File: config.mk
export PLATFORM = sky130hd
export DESIGN_NAME = packed_subtract_unit
export DESIGN_NICKNAME = d
export VERILOG_FILES = /design/src/core/psu_pkg.sv /design/src/core/sub_decoder.sv /design/src/core/lane_sub.sv /design/src/core/packed_subtract_unit.sv
export SDC_FILE = /design/constraint.sdc
export NUM_CORES = 1
export LEC_CHECK = 0
export ABC_AREA = 0
export BUFFER_PORTS_ARGS = -buffer_cell sky130_fd_sc_hd__buf_4
export CAP_MARGIN = 20
export CORE_MARGIN = 1.5
export CORE_UTILIZATION = 60
export DETAILED_ROUTE_END_ITERATION = 6
export PLACE_DENSITY = 0.89
export SLEW_MARGIN = 10
export SYNTH_ARGS = -nofsm -noshare
export SYNTH_HDL_FRONTEND = slang
export SYNTH_SLANG_ARGS = --single-unit
export TNS_END_PERCENT = 30
File: constraint.sdc
create_clock -name core_clk -period 3.66 [get_ports core_clk]
set_input_delay 0.732 -clock core_clk [delete_from_list [all_inputs] [get_ports core_clk]]
set_output_delay 0.732 -clock core_clk [all_outputs]
set_load 0.01 [all_outputs]
File: src/core/psu_pkg.sv
package psu_pkg;
  localparam logic [5:0]  MAJOR_GROUP      = 6'h00;
  localparam logic [10:0] MINOR_HWS        = 11'h28D;
  localparam logic [10:0] MINOR_HWS_RND    = 11'h68D;
  localparam logic [10:0] MINOR_PAIR       = 11'h30D;
  localparam logic [10:0] MINOR_PAIR_SAT   = 11'h70D;
  localparam logic [10:0] MINOR_QUAD       = 11'h2CD;
  localparam logic [10:0] MINOR_QUAD_SAT   = 11'h6CD;
  localparam int          MAJOR_MSB        = 31;
  localparam int          MAJOR_LSB        = 26;
  localparam int          FIRST_SRC_MSB    = 20;
  localparam int          FIRST_SRC_LSB    = 16;
  localparam int          SECOND_SRC_MSB   = 25;
  localparam int          SECOND_SRC_LSB   = 21;
  localparam int          DEST_MSB         = 15;
  localparam int          DEST_LSB         = 11;
  localparam int          MINOR_MSB        = 10;
  localparam int          OUFLAG_BIT       = 20;
  localparam logic [31:0] CTRL_RESET       = 32'h0000_0000;
  localparam logic [31:0] RESULT_RESET     = 32'h0000_0000;

  typedef enum logic [2:0] {
    OP_NONE      = 3'h0,
    OP_HWS       = 3'h1,
    OP_HWS_RND   = 3'h3,
    OP_PAIR      = 3'h2,
    OP_PAIR_SAT  = 3'h6,
    OP_QUAD      = 3'h7,
    OP_QUAD_SAT  = 3'h5
  } sub_op_t;

  typedef struct packed {
    logic        valid;
    logic [4:0]  dest;
    logic [31:0] data;
  } wb_t;
endpackage

File: src/core/sub_decoder.sv
`timescale 1ns/10ps
module sub_decoder (
  input  wire logic [31:0]      insn,
  output psu_pkg::sub_op_t      op,
  output logic [4:0]            first_sel,
  output logic [4:0]            second_sel,
  output logic [4:0]            dest_sel
);
  logic [10:0] minor;
  assign minor      = insn[psu_pkg::MINOR_MSB:0];
  assign first_sel  = insn[psu_pkg::FIRST_SRC_MSB:psu_pkg::FIRST_SRC_LSB];
  assign second_sel = insn[psu_pkg::SECOND_SRC_MSB:psu_pkg::SECOND_SRC_LSB];
  assign dest_sel   = insn[psu_pkg::DEST_MSB:psu_pkg::DEST_LSB];

  always_comb begin
    op = psu_pkg::OP_NONE;
    if (insn[psu_pkg::MAJOR_MSB:psu_pkg::MAJOR_LSB] == psu_pkg::MAJOR_GROUP) begin
      if (minor == psu_pkg::MINOR_HWS)           op = psu_pkg::OP_HWS;
      else if (minor == psu_pkg::MINOR_HWS_RND)  op = psu_pkg::OP_HWS_RND;
      else if (minor == psu_pkg::MINOR_PAIR)     op = psu_pkg::OP_PAIR;
      else if (minor == psu_pkg::MINOR_PAIR_SAT) op = psu_pkg::OP_PAIR_SAT;
      else if (minor == psu_pkg::MINOR_QUAD)     op = psu_pkg::OP_QUAD;
      else if (minor == psu_pkg::MINOR_QUAD_SAT) op = psu_pkg::OP_QUAD_SAT;
    end
  end
endmodule

File: src/core/lane_sub.sv
`timescale 1ns/10ps
// Unsigned lane subtract with optional clamp to zero on underflow
module lane_sub #(
  parameter int W = 8
) (
  input  wire logic [W-1:0] minuend,
  input  wire logic [W-1:0] subtrahend,
  input  wire logic         saturate,
  output logic [W-1:0]      diff,
  output logic              underflow
);
  logic [W:0] wide;
  assign wide      = {1'b0, minuend} - {1'b0, subtrahend};
  assign underflow = wide[W];
  assign diff      = (saturate && underflow) ? '0 : wide[W-1:0];
endmodule

File: src/core/packed_subtract_unit.sv
`timescale 1ns/10ps
// Functional notes
// - Major bits zero plus minor code select halving word subtract, truncating.
// - Minor code with top bit set selects the rounding halving form.
// - Two minor codes select wrapping and saturating halfword-pair subtract.
// - Halving word: sign-extend both to 33 bits, first minus second.
// - Truncating form writes intermediate bits 32..1.
// - Rounding form adds one, then writes bits 32..1.
// - Halving word never touches the control register.
// - No operand-dependent exceptions are raised.
// - Pair lanes zero-extended; second-field source minus first-field source.
// - Saturating pair lane underflow gives zero.
// - Pair underflow in either lane sets control bit 20.
// - Quad lanes: first source minus second, 9-bit unsigned.
// - Wrapping quad lane keeps difference modulo 256.
// - Saturating quad lane underflow gives zero.
// - Quad underflow in any lane sets control bit 20.
module packed_subtract_unit (
  input  wire logic                core_clk,
  input  wire logic                rst,
  input  wire logic                clk_en,
  input  wire logic                issue,
  input  wire logic [31:0]         insn,
  input  wire logic [31:0]         first_src,
  input  wire logic [31:0]         second_src,
  input  wire logic                ctrl_load,
  input  wire logic [31:0]         ctrl_load_data,
  output logic [4:0]               first_sel,
  output logic [4:0]               second_sel,
  output psu_pkg::wb_t             wb,
  output logic                     illegal,
  output logic [31:0]              extension_control_register
);
  psu_pkg::sub_op_t op;
  logic [4:0]       dest_sel;
  logic [32:0]      interim;
  logic [32:0]      rounded;
  logic [31:0]      halving_res;
  logic [15:0]      pair_diff [2];
  logic [1:0]       pair_uf;
  logic [7:0]       quad_diff [4];
  logic [3:0]       quad_uf;
  logic             pair_sat;
  logic             quad_sat;
  logic             is_pair;
  logic             is_quad;
  logic [31:0]      result_nxt;
  logic             flag_set_nxt;
  logic             pair_uf_any;
  logic             quad_uf_any;

  sub_decoder u_dec (
    .insn       (insn),
    .op         (op),
    .first_sel  (first_sel),
    .second_sel (second_sel),
    .dest_sel   (dest_sel)
  );

  assign interim     = {first_src[31], first_src} - {second_src[31], second_src};
  assign rounded     = interim + 33'h0_0000_0001;
  assign halving_res = (op == psu_pkg::OP_HWS_RND) ? rounded[32:1]
                                                   : interim[32:1];

  assign pair_sat = (op == psu_pkg::OP_PAIR_SAT);
  assign quad_sat = (op == psu_pkg::OP_QUAD_SAT);
  assign is_pair  = (op == psu_pkg::OP_PAIR) || pair_sat;
  assign is_quad  = (op == psu_pkg::OP_QUAD) || quad_sat;

  // Pair lanes take first source from second; quad lanes do the reverse
  genvar g;
  for (g = 0; g < 2; g++) begin : g_pair
    lane_sub #(.W(16)) u_pair (
      .minuend    (second_src[16*g+15:16*g]),
      .subtrahend (first_src[16*g+15:16*g]),
      .saturate   (pair_sat),
      .diff       (pair_diff[g]),
      .underflow  (pair_uf[g])
    );
  end
  for (g = 0; g < 4; g++) begin : g_quad
    lane_sub #(.W(8)) u_quad (
      .minuend    (first_src[8*g+7:8*g]),
      .subtrahend (second_src[8*g+7:8*g]),
      .saturate   (quad_sat),
      .diff       (quad_diff[g]),
      .underflow  (quad_uf[g])
    );
  end

  assign pair_uf_any = |pair_uf;
  assign quad_uf_any = |quad_uf;

  always_comb begin
    result_nxt   = halving_res;
    flag_set_nxt = 1'b0;
    if (is_pair) begin
      result_nxt   = {pair_diff[1], pair_diff[0]};
      flag_set_nxt = pair_uf_any;
    end else if (is_quad) begin
      result_nxt   = {quad_diff[3], quad_diff[2], quad_diff[1], quad_diff[0]};
      flag_set_nxt = quad_uf_any;
    end
  end

  // Result register; no trap path exists regardless of data
  always_ff @(posedge core_clk or posedge rst) begin
    if (rst) begin
      wb      <= '{valid: 1'b0, dest: 5'h00, data: psu_pkg::RESULT_RESET};
      illegal <= 1'b0;
    end else if (clk_en) begin
      wb.valid <= issue && (op != psu_pkg::OP_NONE);
      wb.dest  <= dest_sel;
      wb.data  <= result_nxt;
      illegal  <= issue && (op == psu_pkg::OP_NONE);
    end
  end

  // Flag set wins over a same-cycle external load of that bit
  always_ff @(posedge core_clk or posedge rst) begin
    if (rst) begin
      extension_control_register <= psu_pkg::CTRL_RESET;
    end else if (clk_en) begin
      if (ctrl_load) begin
        extension_control_register <= ctrl_load_data;
      end
      if (issue && flag_set_nxt) begin
        extension_control_register[psu_pkg::OUFLAG_BIT] <= 1'b1;
      end
    end
  end

  // Own view of the word, so the decode checks do not lean on the decoder
  logic        major_hit;
  logic [10:0] minor_code;
  assign major_hit  = (insn[psu_pkg::MAJOR_MSB:psu_pkg::MAJOR_LSB] == psu_pkg::MAJOR_GROUP);
  assign minor_code = insn[psu_pkg::MINOR_MSB:0];

  // Decode and answer timing
  a_dec_word: assert property (@(posedge core_clk) disable iff (rst)
    clk_en && issue && major_hit && minor_code == psu_pkg::MINOR_HWS |=>
    wb.valid && !illegal)
    else $error("halving word not decoded");

  a_dec_round: assert property (@(posedge core_clk) disable iff (rst)
    clk_en && issue && major_hit && minor_code == psu_pkg::MINOR_HWS_RND |=>
    wb.valid && !illegal)
    else $error("rounding halve not decoded");

  a_dec_pair: assert property (@(posedge core_clk) disable iff (rst)
    clk_en && issue && major_hit && (minor_code == psu_pkg::MINOR_PAIR ||
    minor_code == psu_pkg::MINOR_PAIR_SAT) |=> wb.valid && !illegal)
    else $error("pair subtract not decoded");

  a_dec_quad: assert property (@(posedge core_clk) disable iff (rst)
    clk_en && issue && major_hit && (minor_code == psu_pkg::MINOR_QUAD ||
    minor_code == psu_pkg::MINOR_QUAD_SAT) |=> wb.valid && !illegal)
    else $error("quad subtract not decoded");

  a_dec_major: assert property (@(posedge core_clk) disable iff (rst)
    clk_en && issue && !major_hit |=>
    !wb.valid && illegal)
    else $error("foreign group accepted");

  a_dest_field: assert property (@(posedge core_clk) disable iff (rst)
    clk_en && issue |=>
    wb.dest == $past(insn[psu_pkg::DEST_MSB:psu_pkg::DEST_LSB]))
    else $error("destination field wrong");

  a_result_pulse: assert property (@(posedge core_clk) disable iff (rst)
    clk_en && !issue |=>
    !wb.valid && !illegal)
    else $error("pulse without issue");

  a_illegal_op: assert property (@(posedge core_clk) disable iff (rst)
    clk_en && issue && op == psu_pkg::OP_NONE |=>
    illegal && !wb.valid)
    else $error("unknown word not refused");

  // Halving word
  a_word_trunc: assert property (@(posedge core_clk) disable iff (rst)
    clk_en && issue && op == psu_pkg::OP_HWS |=> wb.valid &&
    wb.data == $past(interim[32:1]))
    else $error("truncating halve wrong");

  a_word_round: assert property (@(posedge core_clk) disable iff (rst)
    clk_en && issue && op == psu_pkg::OP_HWS_RND |=>
    wb.data == $past(rounded[32:1]))
    else $error("rounding halve wrong");

  a_word_even: assert property (@(posedge core_clk) disable iff (rst)
    clk_en && issue && op == psu_pkg::OP_HWS_RND && !interim[0] |=>
    wb.data == $past(interim[32:1]))
    else $error("even interim rounded up");

  a_word_odd: assert property (@(posedge core_clk) disable iff (rst)
    clk_en && issue && op == psu_pkg::OP_HWS_RND && interim[0] |=>
    wb.data == $past(interim[32:1]) + 32'h0000_0001)
    else $error("odd interim not rounded up");

  a_word_equal: assert property (@(posedge core_clk) disable iff (rst)
    clk_en && issue && (op == psu_pkg::OP_HWS || op == psu_pkg::OP_HWS_RND) &&
    first_src == second_src |=> wb.data == 32'h0000_0000)
    else $error("equal operands not zero");

  a_word_noflag: assert property (@(posedge core_clk) disable iff (rst)
    clk_en && issue && !ctrl_load && (op == psu_pkg::OP_HWS || op == psu_pkg::OP_HWS_RND)
    |=> $stable(extension_control_register))
    else $error("halve changed control");

  // Halfword pair
  a_pair_wrap_lo: assert property (@(posedge core_clk) disable iff (rst)
    clk_en && issue && op == psu_pkg::OP_PAIR |=>
    wb.data[15:0] == $past(second_src[15:0] - first_src[15:0]))
    else $error("pair low lane wrong");

  a_pair_wrap_hi: assert property (@(posedge core_clk) disable iff (rst)
    clk_en && issue && op == psu_pkg::OP_PAIR |=>
    wb.data[31:16] == $past(second_src[31:16] - first_src[31:16]))
    else $error("pair high lane wrong");

  a_pair_sat: assert property (@(posedge core_clk) disable iff (rst)
    clk_en && issue && pair_sat && second_src[15:0] < first_src[15:0] |=>
    wb.data[15:0] == 16'h0000)
    else $error("pair lane not clamped");

  a_pair_sat_hi: assert property (@(posedge core_clk) disable iff (rst)
    clk_en && issue && pair_sat && second_src[31:16] < first_src[31:16] |=>
    wb.data[31:16] == 16'h0000)
    else $error("pair high lane not clamped");

  a_pair_keep: assert property (@(posedge core_clk) disable iff (rst)
    clk_en && issue && pair_sat && second_src[15:0] >= first_src[15:0] |=>
    wb.data[15:0] == $past(second_src[15:0] - first_src[15:0]))
    else $error("pair lane clamped needlessly");

  a_pair_flag: assert property (@(posedge core_clk) disable iff (rst)
    clk_en && issue && is_pair && second_src[31:16] < first_src[31:16] |=>
    extension_control_register[psu_pkg::OUFLAG_BIT])
    else $error("pair flag missing");

  a_pair_flag_lo: assert property (@(posedge core_clk) disable iff (rst)
    clk_en && issue && is_pair && second_src[15:0] < first_src[15:0] |=>
    extension_control_register[psu_pkg::OUFLAG_BIT])
    else $error("pair low flag missing");

  // Quad byte
  a_quad_wrap: assert property (@(posedge core_clk) disable iff (rst)
    clk_en && issue && op == psu_pkg::OP_QUAD |=>
    wb.data[7:0] == $past(first_src[7:0] - second_src[7:0]))
    else $error("quad wrap wrong");

  a_quad_wrap_hi: assert property (@(posedge core_clk) disable iff (rst)
    clk_en && issue && op == psu_pkg::OP_QUAD |=>
    wb.data[31:24] == $past(first_src[31:24] - second_src[31:24]))
    else $error("quad top lane wrong");

  a_quad_sat: assert property (@(posedge core_clk) disable iff (rst)
    clk_en && issue && quad_sat && first_src[31:24] < second_src[31:24] |=>
    wb.data[31:24] == 8'h00)
    else $error("quad lane not clamped");

  a_quad_sat_lo: assert property (@(posedge core_clk) disable iff (rst)
    clk_en && issue && quad_sat && first_src[7:0] < second_src[7:0] |=>
    wb.data[7:0] == 8'h00)
    else $error("quad low lane not clamped");

  a_quad_sat_keep: assert property (@(posedge core_clk) disable iff (rst)
    clk_en && issue && quad_sat && first_src[23:16] >= second_src[23:16] |=>
    wb.data[23:16] == $past(first_src[23:16] - second_src[23:16]))
    else $error("quad lane clamped needlessly");

  a_quad_flag: assert property (@(posedge core_clk) disable iff (rst)
    clk_en && issue && is_quad && first_src[15:8] < second_src[15:8] |=>
    extension_control_register[psu_pkg::OUFLAG_BIT])
    else $error("quad flag missing");

  a_quad_flag_top: assert property (@(posedge core_clk) disable iff (rst)
    clk_en && issue && is_quad && first_src[31:24] < second_src[31:24] |=>
    extension_control_register[psu_pkg::OUFLAG_BIT])
    else $error("quad top flag missing");

  // Control register
  a_other_bits: assert property (@(posedge core_clk) disable iff (rst)
    clk_en && !ctrl_load |=> extension_control_register[19:0] ==
    $past(extension_control_register[19:0]))
    else $error("other control bits moved");

  a_upper_bits: assert property (@(posedge core_clk) disable iff (rst)
    clk_en && !ctrl_load |=> extension_control_register[31:21] ==
    $past(extension_control_register[31:21]))
    else $error("upper control bits moved");

  a_flag_sticky: assert property (@(posedge core_clk) disable iff (rst)
    clk_en && !ctrl_load && extension_control_register[psu_pkg::OUFLAG_BIT] |=>
    extension_control_register[psu_pkg::OUFLAG_BIT])
    else $error("overflow flag cleared");

  a_flag_only_op: assert property (@(posedge core_clk) disable iff (rst)
    clk_en && !ctrl_load && !extension_control_register[psu_pkg::OUFLAG_BIT] &&
    !(issue && (is_pair || is_quad)) |=> !extension_control_register[psu_pkg::OUFLAG_BIT])
    else $error("overflow flag set unprompted");

  a_ctrl_load: assert property (@(posedge core_clk) disable iff (rst)
    clk_en && ctrl_load && !(issue && flag_set_nxt) |=>
    extension_control_register == $past(ctrl_load_data))
    else $error("control load lost");

  a_set_over_load: assert property (@(posedge core_clk) disable iff (rst)
    clk_en && ctrl_load && issue && flag_set_nxt |=>
    extension_control_register[psu_pkg::OUFLAG_BIT])
    else $error("load beat the flag set");

  a_freeze_state: assert property (@(posedge core_clk) disable iff (rst)
    !clk_en |=> $stable(wb) && $stable(illegal) &&
    $stable(extension_control_register))
    else $error("state moved while frozen");
endmodule

==> metrics.cfg, run 1 <==
[sta]
setup_viol = 6
whs_ns = 0.3997
setup_slack_ns = -0.07058
rsz0062_at_grt = yes
fin_crit_ns = 3.731
drv_slew = 0
worst_slew_pin_slew_ns = 0.6378
fmax_mhz = 268.1
hold_viol = 0
period_share_pct = 101.9
tns_ns = -0.2501
slew_headroom_pct = 57.17
fin_skew_ns = 0

[worst_setup_path]
crit_type = input port to flip-flop
cp_data_arrival_time_ns = 3.94
worstSetupStartpointType = input port
cp_max_fo = 8
required_ns = 3.87
critPathCaptureType = flip-flop

[synthesis]
ys.flop_type = dfrtp_1
synth_area_um2 = 8481
synthTopCellsByArea = dfrtp_1 21%, ha_1 10%, xnor2_1 5.1%
synth.distinct_cells = 85
yosysWarnings = 0
syn_area_per_cell_um2 = 8.108
yosys_register_bits = 71
ys_seq_area_share_pct = 20.95
syn_inst = 1046
synth_largest_area_cell = dfrtp_1
async_flop_share_pct = 100.0
yosys.area.top_type_share_pct = 20.95
synth_edf_count = 0
synth_fp_nets = 1253

[clock_network]
cts_tree = built
clk_path_buf_depth = 2
path_clk_slew_ns = 0.06
htree_levels = 3
hold_buffers = 0
clock_latency_ns = 0.34
cts.sink_count = 71
cts.root.buffer_cell = clkbuf_16
cts_made_buffers = 9

[routing]
drt_first_pass_iters = 7
via_count = 9908
avgViaCountPerCell = 6.476
antenna_left = 0
drt-initial-drc-count = 1156
drc_errors = 38
wl_um = 31730
wl_per_cell_um = 20.74

[floorplan]
io_pins = 214
die_h_um = 121.9
die_w_um = 121.9
num_rows = 43
die-area_um2 = 14860
initial_utilization_pct = 61.33
coreArea_um2 = 13830

[cells_and_area]
num_antenna_cells = 0
finalInstanceArea_um2 = 11430
fin_util_pct = 82.68
drive_gt1_share_pct = 34.44
synthToLayoutAreaGrowth_pct = 34.80
fillers = 907
instances_no_fill = 1530
final_nets = 1552

[placement]
hpwlAfterDp_um = 23880
dpl.cell_count = 1510
place.gp.congestion = 1.010
dpl-instance-area_um2 = 10990
portBuffers = 193

[power]
vdd.ir_drop.worst_mv = 0.1919
power_leakage_nw = 5.514
power_density_nw_per_um2 = 334.1

[outcome]
violations = design-rule violations, negative setup slack
status = complete, but fails checks

[global_routing]
grt.total_usage_pct = 39.98
grt_pass1_wl_um = 46400
grt_pass1_vias = 9060
grt_max_degree = 33
grt-ovfl-total = 0
antenna_found_initial = 0

[worst_hold_path]
hold_class = input port to async pin

[run]
cap_violations = 0

sequential cells by signal, summed over array words and instances, names as in the netlist:
| register | cells |
|---|---|
| extension_control_register | 32 |
| wb | 38 |
| illegal | 1 |
area by class of cell:
type / count / area (um^2) / share of cell area, %
Clock inverter: 7 / 57.56 / 0.5034
Inverter: 93 / 351.6 / 3.075
Tap cell: 180 / 225.2 / 1.970
Sequential cell: 71 / 1777 / 15.54
Clock buffer: 9 / 225.2 / 1.970
Multi-Input combinational cell: 819 / 6146 / 53.76
Timing Repair Buffer: 351 / 2650 / 23.18
worst max-delay path, cell delays in order:
cell and delay (ns):
buf_4 0.14, inv_1 0.14, ha_1 0.30, inv_1 0.14, fa_1 0.44, a21o_1 0.20, a21oi_1 0.25, o21ai_0 0.21
a311oi_2 0.35, o2111ai_1 0.18, and2_1 0.31, a221oi_1 0.44, nor2_1 0.10
cell families (layout without fill, tap and decap cells):
logic type | after synthesis | in the layout | synth area share [%]
mux | 41 | 41 | 5.400
compound gates | 342 | 342 | 27.63
xor+xnor | 75 | 75 | 8.011
flops | 71 | 71 | 20.95
simple gates | 287 | 287 | 18.69
buf+inv | 156 | 460 | 7.864
fa+ha+maj | 74 | 74 | 11.45
stage by stage:
step	setup WS, ns	total power [mW]
6_report	-0.07058	3.820
2_1_floorplan	0.01466	2.037
4_1_cts	0.05579	3.693
3_3_place_gp	-0.1952	2.787
5_1_grt	-0.2394	3.988
3_5_place_dp	-0.2993	2.853
synthesized netlist by cell type (6+ instances only):
| cell | instances |
|---|---|
| a21o_1 | 43 |
| and4_1 | 11 |
| inv_1 | 93 |
| nor2b_1 | 6 |
| dfrtp_1 | 71 |
| o21a_1 | 12 |
| and3_1 | 8 |
| a211oi_1 | 12 |
| xor2_1 | 23 |
| buf_2 | 16 |
| a31oi_1 | 20 |
| xnor2_1 | 49 |
| o21ai_0 | 54 |
| a221oi_1 | 14 |
| or3_1 | 7 |
| buf_4 | 13 |
| nand2_1 | 70 |
| mux2_2 | 38 |
| and2_1 | 11 |
| a21oi_1 | 82 |
| nand4_1 | 19 |
| o22ai_1 | 10 |
| fa_1 | 6 |
| ha_1 | 68 |
| nand3_1 | 27 |
| o211ai_1 | 7 |
| clkbuf_1 | 26 |
| nand2b_1 | 7 |
| o21ai_1 | 13 |
| a221o_1 | 7 |
| nor2_1 | 74 |
| nor3_1 | 16 |
| o21bai_1 | 11 |
layout by cell type, fill, tap and decap left out, types with 23 or more instances in the layout:
cell     count
xor2_1      23
a21o_1      43
buf_4      348
mux2_2      38
xnor2_1     46
nand2_1     70
nand3_1     25
o21ai_0     53
a21oi_1     81
ha_1        67
dfrtp_1     71
nor2_1      74
inv_1       90
power by group:
part | internal, mW | switching, mW | leakage (nW)
registers | 0.911 | 0.101 | 0.825
logic | 0.916 | 1.04 | 4.56
clock network | 0.467 | 0.381 | 0.134
total | 2.29 | 1.53 | 5.51
metal layers:
layer / part of all wire, % / GRT usage (%) / vias up
met4: 5.1 / 16.91 / 2
li1: - / - / 4375
met3: 12 / 9.036 / 177
met2: 45 / 64.71 / 750
met1: 37 / 51.33 / 4604
met5: 0.072 / 0 / -
timing repair:
action                                  4_1_cts  5_1_grt
endpoints found under the setup margin        1       25
pin swaps                                     0       22
resized for setup                             1       26
buffers inserted                              0        4
path summary, 6_finish.rpt:
| path | depth (start not counted) | slack [ns] | start | endpoint |
|---|---|---|---|---|
| setup / recovery | 13 | -0.07 | second_src[0] | wb[6] |
| hold / removal | 2 | 0.40 | rst | extension_control_register[8] |
| setup reg to reg | 1 | 2.73 | extension_control_register[15] | extension_control_register[15] |
| hold reg to reg | 1 | 0.49 | wb[37] | wb[37] |
| max in group asynchronous | 3 | 2.47 | rst | wb[14] |
| min in group core_clk | 1 | 0.49 | wb[37] | wb[37] |
(Power assumes the default switching activity.)
==> run 2, diff against run 1 <==
--- a/config.mk
+++ b/config.mk
@@ -11,7 +11,7 @@
 export CORE_MARGIN = 1.5
 export CORE_UTILIZATION = 60
 export DETAILED_ROUTE_END_ITERATION = 6
-export PLACE_DENSITY = 0.89
+export PLACE_DENSITY = 0.85
 export SLEW_MARGIN = 10
 export SYNTH_ARGS = -nofsm -noshare
 export SYNTH_HDL_FRONTEND = slang
==> metrics.cfg, run 2 (synthesized netlist as in run 1, its figures left out) <==
[worst_setup_path]
critical_path.max_stage_delay_ns = 0.42
crit_buf_inv = 4
cp_data_arrival_time_ns = 3.87
worstSetupStartpointType = input port
crit_type = input port to flip-flop
rr_startpoint = wb[27]
critPathTopFamily = simple AND/OR/NAND/NOR gates
critPathSlowestCell = fa_2
critPathCaptureType = flip-flop
path_cells = buf_8 -> inv_4 -> ha_4 -> inv_4 -> fa_2 -> a211oi_4 -> o211ai_2 -> a31oi_2 -> buf_4 -> xnor2_2 -> and3_4 -> and4_2 -> nor4b_4 -> nand4_1 -> xnor2_1 -> o21ai_1
rrSetupSlack_ns = 2.79
required_ns = 3.87
cp_max_fo = 5
reg2reg_to = wb[27]
cpMostUsedCell = inv_4
reg2regPathDepth = 1

[sta]
rsz0062_at_grt = yes
period_share_pct = 100.1
drv_slew = 0
fmax_mhz = 272.9
setup_slack_ns = -0.004004
fin_skew_ns = 0
fin_crit_ns = 3.664
setup_viol = 1
worst_slew_pin_slew_ns = 0.6663
slew_headroom_pct = 55.29
hold_viol = 0

[cells_and_area]
register_area_um2 = 1777
final_nets = 1547
fillers = 919
drive_gt1_share_pct = 34.05
num_antenna_cells = 0
regMostFlops = wb
final_cell_mix = 344 x buf_4, 90 x inv_1, 82 x a21oi_1, 74 x nor2_1, 71 x dfrtp_1
largest_reg_flops = 38
reg.largest.list = wb x38, extension_control_register x32, illegal x1
final_common_cell = buf_4
multi_input_area_um2 = 6135
synthToLayoutAreaGrowth_pct = 34.21
instances_no_fill = 1525

[floorplan]
die_h_um = 121.9
num_rows = 43
io_pins = 214
die_w_um = 121.9
coreArea_um2 = 13830
initial_utilization_pct = 61.33
die-area_um2 = 14860

[clock_network]
clk_path_buf_depth = 2
cts.root.buffer_cell = clkbuf_16
cts_made_buffers = 9
hold_buffers = 0
cts.sink_count = 71
cts_tree = built
clock_latency_ns = 0.33
htree_levels = 3
path_clk_slew_ns = 0.06

[power]
power_leakage_nw = 5.485
power_density_nw_per_um2 = 330.2
vdd.ir_drop.worst_mv = 0.1927
power_mw = 3.758

[outcome]
status = complete, but fails checks
violations = negative setup slack

[routing]
wl_per_cell_um = 19.60
wl_um = 29880
antenna_left = 0
drc_errors = 0
via_count = 9743
avgViaCountPerCell = 6.389
drt-initial-drc-count = 1427
drt_first_pass_iters = 5

[global_routing]
grt.total_usage_pct = 38.79
grt_pass1_vias = 9046
grt-ovfl-total = 0
grt_max_degree = 52
grt_pass1_wl_um = 45130
antenna_found_initial = 0

[placement]
portBuffers = 193
dpl.cell_count = 1504
place.gp.congestion = 1.020
hpwlAfterDp_um = 23130

[worst_hold_path]
hold_class = input port to async pin

[run]
cap_violations = 0

## run 2: cell types whose count changed in the layout (fill, tap and decap cells not counted), sizes merged
| cell | change |
|---|---|
| buf | -5 |
## run 2: final cells by class
class | count | area share, %
clock buffers | 9 | 1.979
multi-input cells | 819 | 53.90
clock inverters | 7 | 0.5057
inverters | 93 | 3.111
flip-flops and latches | 71 | 15.61
well taps | 180 | 1.979
repair buffers | 346 | 22.92
## run 2: routing by layer
metal / up-vias / GRT usage [%] / routed length (um)
li1: 4373 / - / -
met1: 4513 / 48.51 / 11060
met2: 720 / 63.87 / 13640
met3: 137 / 7.959 / 3598
met4: 0 / 18.60 / 1579
met5: - / 0 / 0
## run 2: worst max-delay path by stage
stage,start,endpoint,cells after the start
after global placement,first_src[0],wb[27],15
after detailed placement,first_src[0],wb[23],15
after CTS,first_src[0],wb[21],15
final,first_src[0],wb[23],16
after floorplan,first_src[0],wb[27],14
after global routing,first_src[0],wb[31],17
## run 2: power by group
part           internal (mW)  switching (mW)  leakage [nW]
combinational          0.912            1.02          4.53
sequential             0.911          0.0883         0.825
clock                  0.466           0.360         0.134
total                   2.29            1.47          5.48
## run 2: stage by stage
stage	instance area (um^2)	util, %	hold WS (ns)	worst slack (ns)	TNS (ns)
6_report	11380	82.32	0.4109	-0.004004	-0.004004
5_1_grt	11380	82.32	0.4357	-0.1480	-0.8871
4_1_cts	11230	81.23	0.4200	0.004651	0
3_5_place_dp	10950	79.18	0.4768	-0.3488	-4.305
3_3_place_gp	10950	79.18	0.4660	-0.2045	-2.319
2_1_floorplan	8481	-	0.5164	0.01466	0
## run 2: timing repair
action                                  CTS  global route
buffers inserted                          0             5
resized for setup                         1            25
pin swaps                                 0            23
endpoints found under the hold margin     0             0
endpoints found under the setup margin    2            20
==> run 3, diff against run 2 <==
--- a/config.mk
+++ b/config.mk
@@ -5,11 +5,11 @@
 export SDC_FILE = /design/constraint.sdc
 export NUM_CORES = 1
 export LEC_CHECK = 0
-export ABC_AREA = 0
+export ABC_AREA = 1
 export BUFFER_PORTS_ARGS = -buffer_cell sky130_fd_sc_hd__buf_4
 export CAP_MARGIN = 20
 export CORE_MARGIN = 1.5
-export CORE_UTILIZATION = 60
+export CORE_UTILIZATION = 61
 export DETAILED_ROUTE_END_ITERATION = 6
 export PLACE_DENSITY = 0.85
 export SLEW_MARGIN = 10
==> metrics.cfg, run 3 <==
[outcome]
status = complete, no violations

[clock_network]
clk_path_buf_depth = 2
cts.root.buffer_cell = clkbuf_16
htree_levels = 3
clock_latency_ns = 0.34
cts_made_buffers = 9
cts_tree = built
path_clk_slew_ns = 0.06
cts.sink_count = 71

[cells_and_area]
final_common_cell = nand2_1
num_antenna_cells = 0
regMostFlops = wb
drive_gt1_share_pct = 21.84
synthToLayoutAreaGrowth_pct = 22.53
reg.largest.list = wb x38, extension_control_register x32, illegal x1
final_cell_mix = 428 x nand2_1, 276 x inv_1, 235 x buf_4, 107 x nor2_1, 104 x a21oi_1
final_nets = 1924
largest_reg_flops = 38

[worst_setup_path]
worstSetupStartpointType = input port
critPathSlowestCell = fa_1
critPathTopFamily = simple AND/OR/NAND/NOR gates
cp_max_fo = 4
cp_data_arrival_time_ns = 3.65
crit_buf_inv = 5
cpMostUsedCell = inv_1
required_ns = 3.88
crit_type = input port to flip-flop
critPathCaptureType = flip-flop
critical_path.max_stage_delay_ns = 0.41
path_cells = buf_4 -> inv_1 -> ha_1 -> inv_1 -> fa_1 -> inv_1 -> nor2_1 -> nor2_1 -> o21ai_2 -> a21oi_1 -> o21bai_1 -> nand2_1 -> nand3_1 -> inv_1 -> nand3_1 -> o211ai_1 -> nand2_1 -> a21oi_1 -> nor2_1

[synthesis]
yosys-top-cells-count = 428 x nand2_1, 277 x inv_1, 107 x nor2_1
syn_inst = 1512
synth.distinct_cells = 58
ys_seq_area_share_pct = 19.08
async_flop_share_pct = 100.0
synth_most_common_cell = nand2_1
synthTopCellsByArea = dfrtp_1 19%, nand2_1 17%, inv_1 11%
yosysWarnings = 0
yosys.area.top_type_share_pct = 19.08
ys.flop_type = dfrtp_1
yosys_register_bits = 71
synth_edf_count = 0
syn_area_per_cell_um2 = 6.160
synth_largest_area_cell = dfrtp_1
synth_area_um2 = 9314
synth_fp_nets = 1719

[sta]
rsz0062_at_grt = no
fin_crit_ns = 3.422
fin_skew_ns = 0
drv_slew = 0
setup_viol = 0
worst_slew_pin_slew_ns = 0.7988
period_share_pct = 93.51
fmax_mhz = 292.2
slew_headroom_pct = 45.37
hold_viol = 0
whs_ns = 0.3466
tns_ns = 0

[global_routing]
antenna_found_initial = 0
grt_max_degree = 41
grt-ovfl-total = 0
grt_pass1_wl_um = 52870
grt_pass1_vias = 10530
grt.total_usage_pct = 41.82

[routing]
drt-initial-drc-count = 1153
drt_first_pass_iters = 6
via_count = 11140
drc_errors = 0
avgViaCountPerCell = 5.842
wl_per_cell_um = 17.55
wl_um = 33440
antenna_left = 0

[floorplan]
io_pins = 214
coreArea_um2 = 14700
die_h_um = 126.6
die-area_um2 = 16020
die_w_um = 126.6
num_rows = 44
initial_utilization_pct = 63.36

[placement]
portBuffers = 193
hpwlAfterDp_um = 27570
place.gp.congestion = 1.055

[run]
cap_violations = 0

[power]
power_leakage_nw = 6.432
power_density_nw_per_um2 = 317.8
vdd.ir_drop.worst_mv = 0.2105

[worst_hold_path]
hold_class = input port to async pin

[run 3: cell types whose count changed in the layout (fill, tap and decap cells not counted), sizes merged, moves of 15 or more]
cell	before	now
a21o	43	2
nand2	71	449
buf	346	237
nand3	27	110
nor2	74	135
a21oi	84	108
a211oi	17	2
xnor2	50	4
inv	95	292
[run 3: area by class of cell]
type / count / area (um^2)
sequential: 71 / 1777
tap: 184 / 230.2
fill: 1148 / 3287
inverter: 293 / 1105
clock inverter: 7 / 80.08
timing repair buffer: 237 / 1804
multi-input combinational: 1105 / 6191
clock buffer: 9 / 225.2
[run 3: cell families after synthesis]
group | count (synthesis) | synth area share, %
muxes | 32 | 3.855
xor gates and xnor gates | 37 | 3.560
DFF | 71 | 19.08
adders and majority gates | 74 | 10.42
buffers and inverters | 336 | 14.51
AOI/OAI and AO/OA | 217 | 13.11
and+or+nand+nor | 745 | 35.46
[run 3: path summary, 6_finish.rpt]
check / to / startpoint / depth (start not counted) / slack [ns]
hold / removal: extension_control_register[16] / rst / 2 / 0.35
setup reg to reg: extension_control_register[5] / extension_control_register[5] / 1 / 2.78
max in group asynchronous: extension_control_register[10] / rst / 3 / 2.49
min in group core_clk: wb[34] / wb[34] / 2 / 0.48
hold reg to reg: wb[34] / wb[34] / 2 / 0.48
setup / recovery: wb[11] / second_src[0] / 19 / 0.24
[run 3: repair_timing]
action | in CTS | in global routing
endpoints found under the setup margin | 0 | 1
buffers inserted | 0 | 0
hold buffers | 0 | 0
resized for setup | 0 | 1
[run 3: routing by layer]
| layer | wire length [um] | up-vias | GRT usage, % | share of wire, % |
|---|---|---|---|---|
| li1 | - | 5141 | - | - |
| met1 | 12860 | 5028 | 53.99 | 38 |
| met2 | 14900 | 828 | 68.18 | 45 |
| met3 | 3969 | 138 | 7.423 | 12 |
| met4 | 1710 | 0 | 19.68 | 5.1 |
| met5 | 0 | - | 0 | 0 |
[run 3: metrics by stage]
stage / power (mW) / utilization [%] / std cells / area, um^2 / setup slack [ns]
2_1_floorplan: 1.977 / - / 1512 / 9314 / 0.6374
3_3_place_gp: 2.603 / 75.53 / 1890 / 11100 / 0.07432
3_5_place_dp: 2.654 / 75.53 / 1890 / 11100 / 0.0004003
4_1_cts: 3.570 / 77.60 / 1906 / 11410 / 0.3321
5_1_grt: 3.811 / 77.64 / 1906 / 11410 / 0.01653
6_report: 3.627 / 77.64 / 1906 / 11410 / 0.2376
[run 3: where the power goes]
part	internal [mW]	switching, mW
sequential	0.903	0.0862
combinational	0.676	1.04
clock	0.538	0.384
total	2.12	1.51
